File: src/watchdog_regs.svh
// Register offsets, field positions, reset values and timing counts of the watchdog
`ifndef WATCHDOG_REGS_SVH
`define WATCHDOG_REGS_SVH

// Register offsets (8-bit special function register space)
`define WDT_CTL_ADDR      8'h9F
`define SYS_CTL_ADDR      8'hBF
`define IRQ_STAT_ADDR     8'hE1
`define IRQ_MASK_ADDR     8'hE2

// Watchdog control fields
`define WDT_EN_BIT        7
`define WDT_CLR_BIT       5
`define WDT_DIV_MSB       2
`define WDT_DIV_LSB       0

// System control fields
`define SYS_WDR_BIT       7
`define SYS_ISP_BIT       2
`define SYS_LATCH_STROBE_INHIBIT_BIT      0

// Interrupt status fields
`define IRQ_OVF_BIT       0
`define IRQ_HALF_BIT      1

// Reset values
`define WDT_CNT_RST       16'h0000
`define WDT_DIV_RST       3'h0
`define IRQ_RST           2'h0

// Counter and divider
`define WDT_CNT_MAX       16'hFFFF
`define WDT_DIV_BASE      10'h008

// Timing: a 100 ns (10 MHz) oscillator period, and timeout figures at a 40 MHz oscillator
`define OSC_PERIOD_NS     100
`define WDT_TMO_MIN_MS    13.11
`define WDT_TMO_MAX_MS    1677.72
`define WDT_TMO_MIN_CYC   (8 * 65536)
`define WDT_TMO_MAX_CYC   (1024 * 65536)

// Chip reset pulse length in clocks, and last count of the address latch strobe half period
`define CHIP_RST_CYCLES   3'h4
`define ALE_HALF_LAST     2'h2

`endif

File: src/watchdog_pkg.sv
// Types shared by the watchdog block
package watchdog_pkg;

   typedef struct packed {
      logic [15:0] wdt_cnt;
      logic [9:0]  pre_cnt;
      logic        wdt_en;
      logic [2:0]  div_sel;
      logic        wdt_flag;
      logic        isp_en;
      logic        ale_inh;
      logic [1:0]  irq_stat;
      logic [1:0]  irq_mask;
      logic [7:0]  rd_data;
      logic        irq;
      logic [2:0]  rst_cnt;
      logic        chip_rst;
      logic [1:0]  ale_div;
      logic        ale;
   } wdt_state_t;

endpackage : watchdog_pkg

File: src/watchdog_reset_timer.sv
// Watchdog reset timer with system control bits and interrupt status
//
// The strobed register port is this design's own decision.
`timescale 1ns/10ps
`include "watchdog_regs.svh"

//Contract
// - A 16-bit count advances on each divided tick and overflows into chip reset.
// - Writing one to control bit 7 starts counting with the selected divider.
// - Any reset, external or from overflow, forces the enable bit to zero.
// - Writing one to control bit 5 zeroes the count, restarting from zero.
// - Divider field bits 2..0 divide the oscillator by 8 up to 1024.
// - Timeout is a full 16-bit count of divided ticks.
// - Overflow reset sets the watchdog reset flag, system control bit 7.
// - System control bit 0 suppresses the oscillator/6 clock on the latch pin.
// - System control bit 2 enables the in-system programming function.
module watchdog_reset_timer #(
   parameter logic [15:0] CNT_MAX = `WDT_CNT_MAX
) (
   // Clock and reset
   input  wire logic       ref_clk_in,
   input  wire logic       resetn_in,
   // Register port
   input  wire logic [7:0] addr_in,
   input  wire logic [7:0] wr_data_in,
   input  wire logic       wr_strobe_in,
   input  wire logic       rd_strobe_in,
   output logic      [7:0] rd_data_out,
   // Chip level outputs
   output logic            chip_reset_out,
   output logic            ale_out,
   output logic            isp_enable_out,
   output logic            irq_out
);
   import watchdog_pkg::*;

   wdt_state_t st_r;
   wdt_state_t st_nxt;
   logic       rst_meta_r;
   logic       rst_sync_r;

   logic       wr_wdt;
   logic       wr_sys;
   logic       wr_mask;
   logic       rd_stat;
   logic       tick;
   logic       ovf;
   logic       half;
   logic       clr;
   logic [1:0] ev;
   logic [1:0] stat_nxt;

   // Last prescaler value for a divider code: 8 << code, minus one
   function automatic logic [9:0] div_last(input logic [2:0] sel);
      div_last = (`WDT_DIV_BASE << sel) - 10'h001;
   endfunction : div_last

   // Reset release through two flops; only the second is used
   always_ff @(posedge ref_clk_in or negedge resetn_in) begin
      if (!resetn_in) begin
         rst_meta_r <= 1'b0;
         rst_sync_r <= 1'b0;
      end else begin
         rst_meta_r <= 1'b1;
         rst_sync_r <= rst_meta_r;
      end
   end

   assign wr_wdt  = wr_strobe_in && (addr_in == `WDT_CTL_ADDR);
   assign wr_sys  = wr_strobe_in && (addr_in == `SYS_CTL_ADDR);
   assign wr_mask = wr_strobe_in && (addr_in == `IRQ_MASK_ADDR);
   assign rd_stat = rd_strobe_in && (addr_in == `IRQ_STAT_ADDR);
   assign clr     = wr_wdt && wr_data_in[`WDT_CLR_BIT];

   // Divided time base; the prescaler only runs while enabled.
   // Compare with >= so a smaller divider written mid-count wraps at once
   // instead of running the prescaler all the way round.
   assign tick = st_r.wdt_en && (st_r.pre_cnt >= div_last(st_r.div_sel));
   // A clear in the same cycle wins over the overflow
   assign ovf  = tick && (st_r.wdt_cnt == CNT_MAX) && !clr;
   assign half = tick && (st_r.wdt_cnt == (CNT_MAX >> 1)) && !clr;

   assign ev[`IRQ_OVF_BIT]  = ovf;
   assign ev[`IRQ_HALF_BIT] = half;

   // One sticky bit per event; a read clears, an event in the same cycle wins
   generate
      for (genvar i = 0; i < 2; i++) begin : g_stat
         assign stat_nxt[i] = ev[i] | (st_r.irq_stat[i] & !rd_stat);
      end
   endgenerate

   always_comb begin
      st_nxt = st_r;

      // Counter and prescaler
      if (tick) begin
         st_nxt.pre_cnt = 10'h000;
         st_nxt.wdt_cnt = st_r.wdt_cnt + 16'h0001;
      end else if (st_r.wdt_en) begin
         st_nxt.pre_cnt = st_r.pre_cnt + 10'h001;
      end

      // Control register writes; clear is a strobe, never stored
      if (wr_wdt) begin
         st_nxt.wdt_en  = wr_data_in[`WDT_EN_BIT];
         st_nxt.div_sel = wr_data_in[`WDT_DIV_MSB:`WDT_DIV_LSB];
         if (clr) begin
            st_nxt.wdt_cnt = `WDT_CNT_RST;
            st_nxt.pre_cnt = 10'h000;
         end
      end
      if (wr_sys) begin
         st_nxt.isp_en   = wr_data_in[`SYS_ISP_BIT];
         st_nxt.ale_inh  = wr_data_in[`SYS_LATCH_STROBE_INHIBIT_BIT];
         st_nxt.wdt_flag = st_r.wdt_flag & wr_data_in[`SYS_WDR_BIT];
      end
      if (wr_mask) begin
         st_nxt.irq_mask = wr_data_in[1:0];
      end

      // Overflow: chip reset, enable dropped, flag set; beats any write but a clear, which suppresses it
      if (ovf) begin
         st_nxt.wdt_en   = 1'b0;
         st_nxt.wdt_cnt  = `WDT_CNT_RST;
         st_nxt.pre_cnt  = 10'h000;
         st_nxt.wdt_flag = 1'b1;
         st_nxt.chip_rst = 1'b1;
         st_nxt.rst_cnt  = `CHIP_RST_CYCLES - 3'h1;
      end else if (st_r.rst_cnt != 3'h0) begin
         st_nxt.rst_cnt = st_r.rst_cnt - 3'h1;
      end else begin
         st_nxt.chip_rst = 1'b0;
      end
      // Enable held low while the chip reset pulse is out
      if (st_r.chip_rst) begin
         st_nxt.wdt_en = 1'b0;
      end

      // Sticky status: read clears, a new event in the same cycle wins
      st_nxt.irq_stat = stat_nxt;
      st_nxt.irq      = |(st_nxt.irq_stat & st_nxt.irq_mask);

      // Read data stands only in the cycle after the strobe
      st_nxt.rd_data = 8'h00;
      if (rd_strobe_in) begin
         case (addr_in)
            `WDT_CTL_ADDR: begin
               st_nxt.rd_data[`WDT_EN_BIT] = st_r.wdt_en;
               st_nxt.rd_data[`WDT_DIV_MSB:`WDT_DIV_LSB] = st_r.div_sel;
            end
            `SYS_CTL_ADDR: begin
               st_nxt.rd_data[`SYS_WDR_BIT]  = st_r.wdt_flag;
               st_nxt.rd_data[`SYS_ISP_BIT]  = st_r.isp_en;
               st_nxt.rd_data[`SYS_LATCH_STROBE_INHIBIT_BIT] = st_r.ale_inh;
            end
            `IRQ_STAT_ADDR: begin
               st_nxt.rd_data[1:0] = st_r.irq_stat;
            end
            `IRQ_MASK_ADDR: begin
               st_nxt.rd_data[1:0] = st_r.irq_mask;
            end
            default: begin
               st_nxt.rd_data = 8'h00;
            end
         endcase
      end

      // Oscillator/6 on the latch pin: toggle every third clock unless inhibited
      if (st_r.ale_div == `ALE_HALF_LAST) begin
         st_nxt.ale_div = 2'h0;
         st_nxt.ale     = !st_r.ale;
      end else begin
         st_nxt.ale_div = st_r.ale_div + 2'h1;
      end
      if (st_r.ale_inh) begin
         st_nxt.ale = 1'b0;
      end
   end

   always_ff @(posedge ref_clk_in or negedge rst_sync_r) begin
      if (!rst_sync_r) begin
         st_r <= '0;
      end else begin
         st_r <= st_nxt;
      end
   end

   assign rd_data_out    = st_r.rd_data;
   assign chip_reset_out = st_r.chip_rst;
   assign ale_out        = st_r.ale;
   assign isp_enable_out = st_r.isp_en;
   assign irq_out        = st_r.irq;
endmodule : watchdog_reset_timer

File: config.mk
export PLATFORM = sky130hd
export DESIGN_NAME = watchdog_reset_timer
export DESIGN_NICKNAME = d
export VERILOG_FILES = /design/src/watchdog_pkg.sv /design/src/watchdog_reset_timer.sv
export VERILOG_INCLUDE_DIRS = /design/src
export SDC_FILE = /design/constraint.sdc
export NUM_CORES = 1
export LEC_CHECK = 0
export BUFFER_PORTS_ARGS = -buffer_cell sky130_fd_sc_hd__buf_2
export CAP_MARGIN = 20
export CORE_ASPECT_RATIO = 0.6
export CORE_UTILIZATION = 30
export CTS_CLUSTER_SIZE = 8
export DETAILED_ROUTE_END_ITERATION = 10
export SLEW_MARGIN = 20
export SYNTH_ARGS = -nofsm -noshare
export SYNTH_HDL_FRONTEND = slang
export SYNTH_SLANG_ARGS = --single-unit
File: constraint.sdc
create_clock -name ref_clk_in -period 2.3 [get_ports ref_clk_in]
set_clock_uncertainty 0.2 [all_clocks]
set_input_delay 0.345 -clock ref_clk_in [delete_from_list [all_inputs] [get_ports ref_clk_in]]
set_output_delay 0.345 -clock ref_clk_in [all_outputs]
set_load 0.1 [all_outputs]
* Word-level counts from Yosys, hierarchy flattened
Cells that the tools add are included.
Operators by class: order comparisons 1, equality and inequality tests 8, add/subtract/negate cells 5, mux-type cells 21, shift operators 1, bitwise gates (word level) 6, reduce and logical (&&, ||, !) cells 19
Operators by type and width (count):
- equality test 8 bit (second input constant) | 4
- two-way mux 30 bit | 1
- two-way mux 27 bit | 1
- two-way mux 26 bit | 1
- two-way mux 10 bit | 2
- adder 16 x 1 -> 16 bit (second input constant) | 1
- equality test 16 x 15 -> 1 bit (second input constant) | 1
- equality test 16 bit (second input constant) | 1
- two-way mux 16 bit | 1
- adder 10 x 1 -> 10 bit (second input constant) | 1
- >= comparator 10 bit | 1
- logical AND 1 bit | 10
- left shift 4 x 3 -> 10 bit (first input constant) | 1
- subtractor 10 x 1 -> 10 bit (second input constant) | 1
- two-way mux 8 bit | 1
- two-way mux 3 bit | 2
- nonzero test 2 bit | 3
- nonzero test 3 bit | 2
- two-way mux 1 bit | 5
- two-way mux 2 bit | 2
- two-way mux 4 bit | 1
- case mux 1 bit (2 select lines) | 2
- case mux 1 bit (4 select lines) | 1
- AND 1 bit | 3
- other kinds (9) | 12
Storage, ports and cells: register bits 55, bits of input ports 20

* Longest topological paths before layout
word-level depth 9, depth in mapped cells 9, gate-level depth less buffers 7

* Least setup slack after synthesis
OpenSTA, ideal clock, no wires.
kind reg2reg, start point register st_r[25] (netlist name), end point register st_r[38] (netlist name), slack -0.203 ns, cell stages (with the launch flop) 10, data arrival time 2.184 ns, library setup time 0.119 ns, path buffers 2, cell sequence dfrtp_1 -> clkbuf_1 -> o21ai_0 -> ha_1 -> o211ai_1 -> a211oi_4 -> nor2_2 -> o31ai_4 -> buf_6 -> nor2_1
RTL lines:
- start: declaration | line watchdog_reset_timer.sv:37 | wdt_state_t st_r;
- start signal: assignment | line watchdog_reset_timer.sv:185 | st_r <= st_nxt;

==> impl_results.md <==
* Status: finished, violations left
* Failing checks: negative setup slack
* Die Span Y at ~75 um
* Max FO, Critical Path at 7
* Max-slew violations at 0
* Via density at between 4 and 5
* P per Cell Area at slightly above 600 mW/mm^2
* Final HPWL from detailed placement at roughly 4.3 mm
* Post-synthesis sequential area ratio at 0.482
* CP Class: register to register
* Worst EP required at approximately 2.3 ns
* Share of layout cells above drive strength 1 at 0.311
* WL/cell at 14.1 um
* Core Area at 0.00852 sq mm
* FMAX at slightly above 400 MHz
* Root Buffer: clkbuf_16
* Worst hold path class: register to asynchronous set/reset pin
* Maximum vdd drop at about 370 uV
* Final instance area at ~0.0033 sq mm
* Fraction of registers with async set/reset at 1.00
* CTS tree: built
* Number of synthesis warnings at 0
* Iter 0 DRT Violations at 98
* Setup ws final at -0.105 ns
* P_sw at 0.000532 W
* Sequential Power Share at 0.477
* Largest net degree at the start of global routing at 25
* Area Growth Syn to Fin at 26.3%
* Average size of a mapped cell at 10.3 sq um
* Clk pin slew, worst setup/hold paths at about 0.07 ns
* Critical-path cell list: nor2_2 > ha_4 > a211oi_2 > buf_4 > a211oi_4 > buf_6 > nor2_4 > buf_4 > mux2i_1 > nor2_1
* Final worst path period share at 1.05
* TritonCTS Sinks at between 50 and 60
* Initial antenna violation count at 0
* Vias in the first global route at approximately 2,100
* Die ar. at about 0.0092 sq mm
* CTS H-Tree Depth at 2
* Internal power at approximately 0.0015 W
* DP Area at slightly above 0.003 sq mm
* WL final at 5.89 mm
* Number of diodes at 0
* Synth Register Bits at 51
* Library cells used by synthesis at between 40 and 50
* Comb pwr share at 0.105
* Gr usage total at 0.146
* Post-route ant nets at 0
* Gp weighted congestion at approximately 0.85
* Switching part of the total at 0.261
* CTS Buf Count at 5
* Leakage at ~1.5 nW
* Via count at between 2,000 and 2,500
* CTS max path bufs at 2
* Row cnt at 26
* Die Span X at roughly 120 um
* Slew at the pin closest to its max-slew limit at roughly 0.56 ns
* Worst path max stage delay at 0.47 ns
* Number of remaining DRC errors at 0
* Ys flop type: dfrtp_1
* IO buf count at 24
* Setup crit end kind: register
* Clock Latency Late Sink at 0.30 ns
* Netlist Area Pre-Place at about 0.0027 sq mm
* Min cycle time layout at about 2.4 ns
* Crit path max-delay cell type: dfrtp_2
* Startpoint types: register
* GRT overflow at 0
* Relative slew slack at 0.626
* Commonest non-fill, non-tap cells in the layout: dfrtp_1, nor2_1, buf_2, buf_4, nand2_1
* First-pass GRT wire length at around 10 mm
* Final hold vios at 0
* IO Pins at 32
* Number of enable flip-flop cells after synthesis at 0
* Cells after Synth at 257
* Share of power burned in the clock network at 0.418
* Crit path DAT at 2.40 ns
* RSZ-0062 raised after global routing: true
* Most frequent CP cell: buf_4
* Initial core utilization at 0.311
* Final setup TNS at -1.41 ns
* Nets@finish at approximately 340
* 1st-pass router iterations at 4
* Commonest non-fill, non-tap cell in the layout: dfrtp_1
* # fillers at roughly 850
* Max-Cap Viols at 0
* Final setup violation count at 25
* Final core occ at 0.393
through the flow:
step                cells  setup slack [ns]  hold WS [ns]  total power [W]
floorplan             260         -0.000727        -0.151          0.00114
global placement      405           -0.0600       -0.0694          0.00119
detailed placement    405            -0.105       -0.0657          0.00120
CTS                   414           -0.0218        0.0795          0.00207
global route          417            -0.212        0.0837          0.00214
finish                417            -0.105        0.0603          0.00204
metal layers:
| layer | GRT usage | wire (um) | vias up |
|---|---|---|---|
| met5 | 0 | 0 | - |
| met4 | 0.0562 | 89 | 0 |
| met3 | 0.0417 | 388 | 7 |
| met2 | 0.205 | 2300 | 50 |
| met1 | 0.210 | 3120 | 994 |
| li1 | - | - | 1002 |
sequential cells by signal, indices dropped and copies added, names as in the netlist:
register / count
isp_enable_out: 1
chip_reset_out: 1
st_r: 41
irq_out: 1
rst_meta_r: 1
ale_out: 1
rst_sync_r: 1
rd_data_out: 4
cell families (layout without fill, tap and decap cells):
family,after synthesis,count (layout),share of synthesized area
compound gates,41,41,0.118
xor+xnor,20,20,0.0661
fa+ha+maj,11,11,0.0519
buf+inv,17,61,0.0387
flops,51,51,0.482
mux,11,11,0.0449
other cells,2,5,0.00283
simple gates,104,105,0.196
power groups by stage:
stage                     sequential, W  clock (W)  combinational, W
after global placement         0.000989          0          0.000206
final                          0.000974   0.000853          0.000214
after CTS                      0.000974   0.000880          0.000212
after detailed placement       0.000991          0          0.000208
after global routing           0.000981   0.000921          0.000235
after floorplan                 0.00104          0          0.000106
final timing paths:
kind                                from              to  slack (ns)  cells after the start
hold / removal                rst_sync_r        st_r[40]        0.06                      0
min in group ref_clk_in    wr_data_in[2]  isp_enable_out        0.09                      2
setup / recovery                st_r[24]        st_r[38]       -0.10                     10
max in group asynchronous     rst_sync_r        st_r[42]        1.22                      1
setup reg to reg                st_r[24]        st_r[38]       -0.10                     10
hold reg to reg               rst_sync_r        st_r[40]        0.06                      0
worst max-delay path: cells and delay by family (launching register included):
family	cells	cell delay (ns)
compound gates	2	0.28
fa+ha+maj	1	0.22
buf+inv	3	0.48
flops	1	0.47
mux	1	0.17
simple gates	3	0.47
cell usage after synthesis, drive strengths merged (2+ instances only):
| cell | number | area, sq um |
|---|---|---|
| a21oi | 9 | 45.0 |
| a22oi | 2 | 15.0 |
| mux2 | 7 | 78.8 |
| a211oi | 2 | 27.5 |
| and4 | 2 | 17.5 |
| nand3 | 8 | 40.0 |
| xor2 | 15 | 131 |
| o2111ai | 4 | 35.0 |
| nand2 | 22 | 82.6 |
| xnor2 | 5 | 43.8 |
| dfrtp | 51 | 1280 |
| mux2i | 4 | 40.0 |
| nor2b | 5 | 31.3 |
| nor2 | 35 | 134 |
| or3 | 2 | 12.5 |
| buf | 10 | 76.3 |
| inv | 6 | 22.5 |
| conb | 2 | 7.51 |
| and3 | 6 | 37.5 |
| nand4 | 10 | 62.6 |
| ha | 11 | 138 |
| o31ai | 7 | 66.3 |
| or4 | 4 | 30.0 |
| nor3 | 3 | 15.0 |
| o21ai | 9 | 52.6 |
cell type report:
class	instances	area [sq um]	area share
multi-input combinational	193	1420	0.424
tap	112	140	0.0419
clock inverter	3	43.8	0.0131
timing repair buffer	47	315	0.0942
inverter	6	22.5	0.00673
clock buffer	5	125	0.0374
sequential	51	1280	0.383
what timing repair did:
item	4_1_cts	5_1_grt
resized for setup	7	22
endpoints found under the hold margin	2	0
hold buffers	1	0
pin swaps	1	6
cloned	0	1
buffers inserted	0	2
setup endpoints to repair	30	33
No activity file was read; power rests on OpenSTA's default activity.
